File: config.mk
export PLATFORM = sky130hd
export DESIGN_NAME = demod_offset_loop_config
export DESIGN_NICKNAME = d
export VERILOG_FILES = /design/src/design/demod_loop_pkg.sv /design/src/design/sync_phase_tracker.sv /design/src/design/demod_offset_loop_config.sv
export SDC_FILE = /design/constraint.sdc
export NUM_CORES = 1
export LEC_CHECK = 0
export ABC_CLOCK_PERIOD_IN_PS = 1200
export BUFFER_PORTS_ARGS = -buffer_cell sky130_fd_sc_hd__buf_2
export CAP_MARGIN = 10
export CORE_MARGIN = 5
export CORE_UTILIZATION = 50
export DETAILED_ROUTE_END_ITERATION = 8
export PLACE_DENSITY = 0.77
export SYNTH_ARGS = -nofsm -noshare
export SYNTH_HDL_FRONTEND = slang
export SYNTH_HIERARCHICAL = 1
export SYNTH_SLANG_ARGS = --single-unit
File: constraint.sdc
create_clock -name clk -period 1.2 [get_ports clk]
set_clock_uncertainty 0.05 [all_clocks]
set_input_delay 0 -clock clk [delete_from_list [all_inputs] [get_ports clk]]
set_output_delay 0 -clock clk [all_outputs]
set_load 0.01 [all_outputs]
File: src/design/demod_loop_pkg.sv
package demod_loop_pkg;

   // Register map
   localparam logic [7:0] FREQ_OFFSET_LOOP_CONFIG_ADDR = 8'h19;
   localparam logic [7:0] BIT_SYNC_LOOP_CONFIG_ADDR = 8'h1a;

   // Reset values
   localparam logic [7:0] FREQ_OFFSET_LOOP_CONFIG_RST = 8'h36;
   localparam logic [7:0] BIT_SYNC_LOOP_CONFIG_RST = 8'h6c;

   // Writable bits of the frequency loop register
   localparam logic [7:0] FREQ_OFFSET_LOOP_CONFIG_MASK = 8'h3f;

   // Frequency loop register fields
   localparam int LOOP_FREEZE_UNTIL_CARRIER_POS = 5;
   localparam int FREQ_GAIN_BEFORE_SYNC_POS = 3;
   localparam int FREQ_GAIN_AFTER_SYNC_POS = 2;
   localparam int FREQ_OFFSET_SATURATION_POS = 0;

   // Bit sync register fields
   localparam int CLKREC_INTEGRAL_BEFORE_SYNC_POS = 6;
   localparam int CLKREC_PROPORTIONAL_BEFORE_SYNC_POS = 4;
   localparam int CLKREC_INTEGRAL_AFTER_SYNC_POS = 3;
   localparam int CLKREC_PROPORTIONAL_AFTER_SYNC_POS = 2;
   localparam int DATA_RATE_OFFSET_SATURATION_POS = 0;

   // Gain units: frequency and integral in half steps, proportional whole
   localparam logic [3:0] GAIN_HALF_STEP = 4'h1;
   localparam logic [2:0] GAIN_BASE_STEP = 3'h1;

   // Saturation as a right shift of full scale
   localparam logic [1:0] FREQ_LIMIT_SHIFT_BW8 = 2'h3;
   localparam logic [1:0] FREQ_LIMIT_SHIFT_BW4 = 2'h2;
   localparam logic [1:0] FREQ_LIMIT_SHIFT_BW2 = 2'h1;
   localparam logic [2:0] RATE_LIMIT_SHIFT_3P125 = 3'h5;
   localparam logic [2:0] RATE_LIMIT_SHIFT_6P25 = 3'h4;
   localparam logic [2:0] RATE_LIMIT_SHIFT_12P5 = 3'h3;

   typedef struct packed {
      logic       freeze;
      logic       post_sync;
      logic [3:0] freq_gain_half_k;
      logic       freq_comp_en;
      logic [1:0] freq_limit_shift;
      logic [3:0] integral_gain_half_ki;
      logic [2:0] proportional_gain_kp;
      logic       rate_comp_en;
      logic [2:0] rate_limit_shift;
   } loop_ctrl_s;

   typedef struct packed {
      logic       wr;
      logic       rd;
      logic [7:0] addr;
      logic [7:0] wdata;
   } reg_req_s;

endpackage

File: src/design/sync_phase_tracker.sv
`timescale 1ns/1ps
module sync_phase_tracker (
   // Clock and reset
   input wire logic clk,
   input wire logic rst_n,
   // Demodulator events
   input wire logic rx_restart,
   input wire logic carrier_sense,
   input wire logic sync_detected,
   // Phase state
   output logic carrier_seen,
   output logic sync_seen
);
   logic carrier_seen_q, carrier_seen_d;
   logic sync_seen_q, sync_seen_d;

   // Set wins over restart so an event in the restart cycle is kept
   always_comb begin
      carrier_seen_d = carrier_seen_q;
      sync_seen_d = sync_seen_q;
      if (rx_restart) begin
         carrier_seen_d = 1'b0;
         sync_seen_d = 1'b0;
      end
      if (carrier_sense) begin
         carrier_seen_d = 1'b1;
      end
      if (sync_detected) begin
         sync_seen_d = 1'b1;
      end
   end

   always_ff @(posedge clk or negedge rst_n) begin
      if (!rst_n) begin
         carrier_seen_q <= 1'b0;
         sync_seen_q <= 1'b0;
      end else begin
         carrier_seen_q <= carrier_seen_d;
         sync_seen_q <= sync_seen_d;
      end
   end

   assign carrier_seen = carrier_seen_q;
   assign sync_seen = sync_seen_q;
endmodule

File: src/design/demod_offset_loop_config.sv
`timescale 1ns/1ps
module demod_offset_loop_config
   import demod_loop_pkg::*;
(
   // Clock and reset
   input wire logic clk,
   input wire logic rst_n,
   // Register access
   input wire demod_loop_pkg::reg_req_s reg_req,
   output logic [7:0] rd_data_q,
   output logic rd_valid_q,
   // Demodulator status
   input wire logic rx_restart,
   input wire logic carrier_sense,
   input wire logic sync_detected,
   // Loop control to datapath
   output demod_loop_pkg::loop_ctrl_s loop_ctrl_q
);
   import demod_loop_pkg::*;

   logic [7:0] freq_cfg_q, freq_cfg_d;
   logic [7:0] bsync_cfg_q, bsync_cfg_d;
   logic [7:0] rd_data_d;
   logic rd_valid_d;
   loop_ctrl_s loop_ctrl_d;
   logic carrier_seen;
   logic sync_seen;
   logic in_post_sync;
   logic released;

   // Pre-sync gain code n means (n+1) base steps
   function automatic logic [2:0] pre_gain(input logic [1:0] code);
      pre_gain = {1'b0, code} + GAIN_BASE_STEP;
   endfunction

   function automatic logic [1:0] field2(input logic [7:0] r,
                                         input int pos);
      field2 = r[pos +: 2];
   endfunction

   // Half steps 2, 4, 6 or 8; four bits so 4K does not wrap
   function automatic logic [3:0] pre_gain_half(input logic [1:0] code);
      pre_gain_half = {pre_gain(code), 1'b0};
   endfunction

   // Frequency limit as a right shift of the channel bandwidth
   function automatic logic [1:0] freq_limit(input logic [1:0] code);
      case (code)
         2'h1: begin
            freq_limit = FREQ_LIMIT_SHIFT_BW8;
         end
         2'h2: begin
            freq_limit = FREQ_LIMIT_SHIFT_BW4;
         end
         2'h3: begin
            freq_limit = FREQ_LIMIT_SHIFT_BW2;
         end
         default: begin
            freq_limit = 2'h0;
         end
      endcase
   endfunction

   // Rate limit as a right shift of the nominal data rate
   function automatic logic [2:0] rate_limit(input logic [1:0] code);
      case (code)
         2'h1: begin
            rate_limit = RATE_LIMIT_SHIFT_3P125;
         end
         2'h2: begin
            rate_limit = RATE_LIMIT_SHIFT_6P25;
         end
         2'h3: begin
            rate_limit = RATE_LIMIT_SHIFT_12P5;
         end
         default: begin
            rate_limit = 3'h0;
         end
      endcase
   endfunction

   sync_phase_tracker u_phase (
      .clk(clk),
      .rst_n(rst_n),
      .rx_restart(rx_restart),
      .carrier_sense(carrier_sense),
      .sync_detected(sync_detected),
      .carrier_seen(carrier_seen),
      .sync_seen(sync_seen)
   );

   // Register file
   always_comb begin
      freq_cfg_d = freq_cfg_q;
      bsync_cfg_d = bsync_cfg_q;
      if (reg_req.wr) begin
         case (reg_req.addr)
            FREQ_OFFSET_LOOP_CONFIG_ADDR: begin
               freq_cfg_d = reg_req.wdata & FREQ_OFFSET_LOOP_CONFIG_MASK;
            end
            BIT_SYNC_LOOP_CONFIG_ADDR: begin
               bsync_cfg_d = reg_req.wdata;
            end
            default: begin
               freq_cfg_d = freq_cfg_q;
            end
         endcase
      end
   end

   // Read path apart: a write in the read cycle leaves old data
   always_comb begin
      rd_valid_d = reg_req.rd;
      rd_data_d = rd_data_q;
      if (reg_req.rd) begin
         case (reg_req.addr)
            FREQ_OFFSET_LOOP_CONFIG_ADDR: begin
               rd_data_d = freq_cfg_q & FREQ_OFFSET_LOOP_CONFIG_MASK;
            end
            BIT_SYNC_LOOP_CONFIG_ADDR: begin
               rd_data_d = bsync_cfg_q;
            end
            default: begin
               rd_data_d = 8'h00;
            end
         endcase
      end
   end

   always_ff @(posedge clk or negedge rst_n) begin
      if (!rst_n) begin
         freq_cfg_q <= FREQ_OFFSET_LOOP_CONFIG_RST;
         bsync_cfg_q <= BIT_SYNC_LOOP_CONFIG_RST;
      end else begin
         freq_cfg_q <= freq_cfg_d;
         bsync_cfg_q <= bsync_cfg_d;
      end
   end

   always_ff @(posedge clk or negedge rst_n) begin
      if (!rst_n) begin
         rd_data_q <= 8'h00;
         rd_valid_q <= 1'b0;
      end else begin
         rd_data_q <= rd_data_d;
         rd_valid_q <= rd_valid_d;
      end
   end

   // Same-cycle events count, saving one cycle of lag
   // restart masks latched phase
   assign in_post_sync = sync_detected | (sync_seen & ~rx_restart);
   assign released = carrier_sense | (carrier_seen & ~rx_restart);

   // Loop control
   always_comb begin
      loop_ctrl_d = '0;
      loop_ctrl_d.post_sync = in_post_sync;
      loop_ctrl_d.freeze = freq_cfg_q[LOOP_FREEZE_UNTIL_CARRIER_POS]
                           & ~released;

      loop_ctrl_d.freq_gain_half_k =
         pre_gain_half(field2(freq_cfg_q, FREQ_GAIN_BEFORE_SYNC_POS));
      if (in_post_sync && freq_cfg_q[FREQ_GAIN_AFTER_SYNC_POS]) begin
         loop_ctrl_d.freq_gain_half_k = GAIN_HALF_STEP;
      end

      loop_ctrl_d.freq_limit_shift =
         freq_limit(field2(freq_cfg_q, FREQ_OFFSET_SATURATION_POS));
      loop_ctrl_d.freq_comp_en =
         |field2(freq_cfg_q, FREQ_OFFSET_SATURATION_POS);

      loop_ctrl_d.integral_gain_half_ki =
         pre_gain_half(field2(bsync_cfg_q, CLKREC_INTEGRAL_BEFORE_SYNC_POS));
      if (in_post_sync && bsync_cfg_q[CLKREC_INTEGRAL_AFTER_SYNC_POS]) begin
         loop_ctrl_d.integral_gain_half_ki = GAIN_HALF_STEP;
      end

      loop_ctrl_d.proportional_gain_kp =
         pre_gain(field2(bsync_cfg_q, CLKREC_PROPORTIONAL_BEFORE_SYNC_POS));
      if (in_post_sync
          && bsync_cfg_q[CLKREC_PROPORTIONAL_AFTER_SYNC_POS]) begin
         loop_ctrl_d.proportional_gain_kp = GAIN_BASE_STEP;
      end

      loop_ctrl_d.rate_limit_shift =
         rate_limit(field2(bsync_cfg_q, DATA_RATE_OFFSET_SATURATION_POS));
      loop_ctrl_d.rate_comp_en =
         |field2(bsync_cfg_q, DATA_RATE_OFFSET_SATURATION_POS);
   end

   always_ff @(posedge clk or negedge rst_n) begin
      if (!rst_n) begin
         loop_ctrl_q <= '0;
      end else begin
         loop_ctrl_q <= loop_ctrl_d;
      end
   end
endmodule

==> Word level (Yosys, flattened, before mapping) <==
Index checks and enable logic that the tools add are counted.
{ "totals": {"regBits": 45} }
{ "classes": {"add_sub_neg": 3, "reduce_logical": 9, "bitwise_logic": 7, "mux": 9, "n_eq_ne": 8} }
{ "ops": {"columns": ["cell", "count"], "rows": [
  ["$eq A8 B5 Y1 const B", 2],
  ["$pmux W8 S2", 1],
  ["$add A2 B1 Y3 const B", 3],
  ["$pmux W3 S3", 1],
  ["$eq A2 B2 Y1 const B", 4],
  ["$mux W4", 2],
  ["$pmux W2 S3", 1],
  ["$eq A2 B1 Y1 const B", 2],
  ["$reduce_and A2 Y1", 2],
  ["$reduce_bool A2 Y1", 2],
  ["$reduce_or A2 Y1", 2],
  ["$and A1 B1 Y1", 3],
  ["$logic_and A1 B1 Y1", 3],
  ["$mux W1", 3],
  ["$mux W3", 1],
  ["$not A1 Y1", 2],
  ["$or A1 B1 Y1", 2]
]} }

==> Depth between registers and ports, before layout <==
{ "logic_depth": {"ltp_word": 5, "depth_mapped": 4, "mapped_depth_nobuf": 4} }

==> Cells and area by module <==
The synthesis kept the hierarchy.
{ "modules_own_cells": {"columns": ["module", "instances", "cells_per_inst", "area_each_um2"], "rows": [
  ["demod_offset_loop_config", 1, 129, 1726.7],
  ["sync_phase_tracker", 1, 5, 68.8]
]} }

==> Worst setup path after synthesis <==
Ideal clock, no wire load.
{ "synth_timing": {"kind": "register -> register", "start": "register bsync_cfg_q[6]", "end": "register loop_ctrl_q[9] (netlist name)", "t_arrival_ps": 862, "path_stages_with_launch": 3, "setup_slack_ps": 169, "period_less_slack_ps": 1031, "cell_sequence": "dfstp_2 -> ha_1 -> and2_1"} }
{ "synth_rtl": {"columns": ["item", "line", "source"], "rows": [
  ["start: declaration", "demod_offset_loop_config.sv:22", "logic [7:0] bsync_cfg_q, bsync_cfg_d;"],
  ["start signal: assignment", "demod_offset_loop_config.sv:136", "bsync_cfg_q <= bsync_cfg_d;"],
  ["end signal: assignment", "demod_offset_loop_config.sv:196", "loop_ctrl_q <= loop_ctrl_d;"],
  ["end: declaration", "demod_offset_loop_config.sv:17", "output demod_loop_pkg::loop_ctrl_s loop_ctrl_q"]
]} }

==> impl_metrics.ini <==
[finish]
post_layout_nonfiller_instances = 254
area.growth.synth_to_final_pct = 30.5
layout_common_cells = 51 x sky130_fd_sc_hd__buf_2, 37 x sky130_fd_sc_hd__dfrtp_1, 14 x sky130_fd_sc_hd__mux2_2, 13 x sky130_fd_sc_hd__dlygate4sd3_1
fillcell_total = 271
layout.area.seq_um2 = 1140
final_net_count = 239
n_antenna_cell = 0
final_common_cell = sky130_fd_sc_hd__buf_2
layout.core_utilization_pct = 68.6
multiInputGateArea_um2 = 618
drive_gt1_share_pct = 43.8

[worst_setup_path]
cpMaxStageDelayCell = sky130_fd_sc_hd__dfrtp_1
reg2reg_setup_slack_ns = 0.02
worst_r2r_endpoint = loop_ctrl_q[15]
critical_path.top_delay_family = simple AND/OR/NAND/NOR gates
path_max_fanout = 4
worst_ep_required_time_ns = 1.44
worst_setup_path_end_kind = flip-flop
regToRegStartpoint = u_phase/sync_seen
timing.critical_path.buf_inv = 0
timing.critical_path.cells = nor2b_2 > or2_2 > a21oi_2
timing.critical_path.from_type = flip-flop
worst-setup-path-type = reg -> reg
cp_slowest_stage_delay_ns = 0.39
cp_data_arrival_time_ns = 1.42
rr_worst_depth = 3

[routing]
remaining_drc_errors = 0
vias = 1254
detail_route.wirelength_um = 3710
postRouteAntennaNets = 0
drt_iter0_drc = 63
route.detailed.vias_per_inst = 4.94
post_drt_wl_per_cell_um = 14.6
count_of_tritonroute_iterations_in_the_first_routing_pass = 3

[hold_path]
holdPathEnd = freq_cfg_q[3]
min_path_cells = 3
hold_class = in -> reg
startpoint_of_the_lowest_slack_hold_path = reg_req[17]

[timing]
finalCriticalPeriod_ns = 1.18
final-setup-viol-count = 0
slew_headroom_pct = 58.7
fmaxAchievable_mhz = 845
timing_max_transition_violations_final = 0
fin_hold_ws_ns = 0.0168
worst_pin_slew_ns = 0.618
final_min_period_over_clock_period_pct = 98.6
final.setup.worst_slack_ns = 0.0168
finalHoldViolations = 0

[placed_design]
placed_cells = 233
hpwl_um = 2720
io_buffers = 51
dp_slack_ns = -0.135
weighted_congestion_reported_at_the_end_of_routability_driven_placement = 0.780

[clock_network]
postCtsSetupBuffers = 0
tritoncts.num_buffers = 5
cts.htree.levels = 2
clkSlewWorstSetupHoldPaths_ns = 0.12
tritoncts = yes
clock_tree.root_cell = sky130_fd_sc_hd__clkbuf_4
number_of_clock_sinks_seen_by_cts = 45
clock_insertion_delay_at_the_later_pin_of_the_skew_report_ns = 0.35
ctsLongestPathBuffers = 2

[synth]
post_synth_mux_area_share_pct = 8.78
top_area_cells_in_the_synthesized_netlist = sky130_fd_sc_hd__dfrtp_1 52%, sky130_fd_sc_hd__dfstp_2 12%, sky130_fd_sc_hd__mux2_2 8.8%
post_synth_and_or_nand_nor_area_fraction_pct = 11.0
synth_sequential_area_ratio_pct = 63.3
syn_area_um2 = 1800
number_of_synthesized_register_bits = 45
synthXorXnorAreaFrac_pct = 0
cell_type_with_the_highest_aggregate_area_in_the_netlist = sky130_fd_sc_hd__dfrtp_1
yosysWarningCount = 6
postSynthNetCount = 166
ys_types = 21
syn_avg_cell_area_um2 = 13.4
synth_cells = 134
synth_top_area_share_pct = 51.6
synth-compound-area-share_pct = 7.80
dominant_combinational_cell_family_by_area_after_synthesis = simple AND/OR/NAND/NOR gates
adder_cell_share_of_the_synthesized_area_pct = 6.27

[job]
cap_violations = 0

[power_and_ir_drop]
total_leakage_power_nw = 1.23
internal-power_mw = 2.02
combPwrFrac_pct = 11.1
power_frac_clock_pct = 27.7
power.ir.vdd_worst_uv = 682
seqPwrFrac_pct = 61.2
power_switching_mw = 0.630
pd_cells_nw_per_um2 = 1130
power.switching_fraction_pct = 23.8

[outcome]
status = finished clean

[floorplan]
die_width_um = 69.9
num_rows = 21
die_height_um = 69.9
design.core.area_um2 = 3420
die-area_um2 = 4890
io_pins = 52
starting_density_pct = 52.6

[grt]
largest_net_degree_at_the_start_of_global_routing = 19
grt_pass1_vias = 1337
grt_first_pass_wirelength_um = 6330
grt_overflow_total = 0
grt_util_all_layers_pct = 16.6
grt_antenna_before_repair = 0
worst register-to-register path, delay by kind of cell, from the launching register on:
kind / cells / cell delay (ns)
flops: 1 / 0.39
compound gates: 1 / 0.18
simple gates: 2 / 0.49
flip-flops by register name, summed over array words and instances (netlist names):
name                  count
loop_ctrl_q              20
bsync_cfg_q               8
rd_data_q                 8
freq_cfg_q                6
rd_valid_q                1
u_phase/carrier_seen      1
u_phase/sync_seen         1
worst max-delay path by stage:
stage / from / endpoint / slack [ns] / cells past startpoint
final: u_phase/sync_seen / loop_ctrl_q[15] / 0.02 / 3
after CTS: u_phase/sync_seen / loop_ctrl_q[10] / 0.03 / 3
after floorplan: bsync_cfg_q[6] / loop_ctrl_q[9] / 0.17 / 2
after global routing: u_phase/sync_seen / loop_ctrl_q[15] / -0.02 / 3
after detailed placement: reg_req[8] / freq_cfg_q[0] / -0.14 / 4
after global placement: reg_req[8] / freq_cfg_q[3] / -0.04 / 4
cell type report:
cell class                      instances  share of cell area (%)
Sequential cell                        45                    48.5
Multi-Input combinational cell         76                    26.4
Timing Repair Buffer                   69                    18.6
Inverter                               10                    1.60
Clock buffer                            8                    2.51
Tap cell                               46                    2.46
logic make-up (layout without fill, tap and decap cells):
| kind of cell | after synthesis | count (layout) |
|---|---|---|
| DFF | 45 | 45 |
| buffers and inverters | 13 | 87 |
| and+or+nand+nor | 32 | 32 |
| AOI/OAI and AO/OA | 21 | 21 |
| muxes | 14 | 14 |
| adders and majority gates | 9 | 9 |
metrics by stage:
stage,area (um^2),TNS (ns),power (mW)
detailed placement,2140,-0.665,1.91
global route,2340,-0.0166,2.78
CTS,2330,0,2.67
finish,2340,0,2.65
global placement,2140,-0.122,1.90
floorplan,1800,0,1.76
metal layers:
layer,global-route usage [%],part of all wire [%],vias to the layer above
li1,-,-,604
met1,18.7,40,605
met2,28.5,52,38
met3,6.31,7.1,7
met4,6.38,1.7,0
met5,0,0,-
what timing repair did:
item | CTS | global route
resized for setup | 0 | 5
setup endpoints to repair | 0 | 8
hold endpoints to repair | 63 | 0
hold buffers | 13 | 0
Yosys cell counts (all sizes together):
master	number
a22oi	6
and2	6
dfstp	8
nand2	10
mux2	14
nor3b	1
inv	10
or2	1
nand3	2
nand4	2
o21ai	5
dfrtp	37
nor2b	4
o31ai	6
a21oi	2
a21o	2
nor2	5
and4bb	1
ha	9
buf	3
power groups by stage:
stage	clock [mW]	combinational, mW	sequential, mW
global route	0.822	0.327	1.63
CTS	0.755	0.292	1.62
floorplan	0	0.0913	1.67
global placement	0	0.249	1.65
finish	0.735	0.294	1.62
detailed placement	0	0.259	1.65
Power figures use the tool's default switching activity.
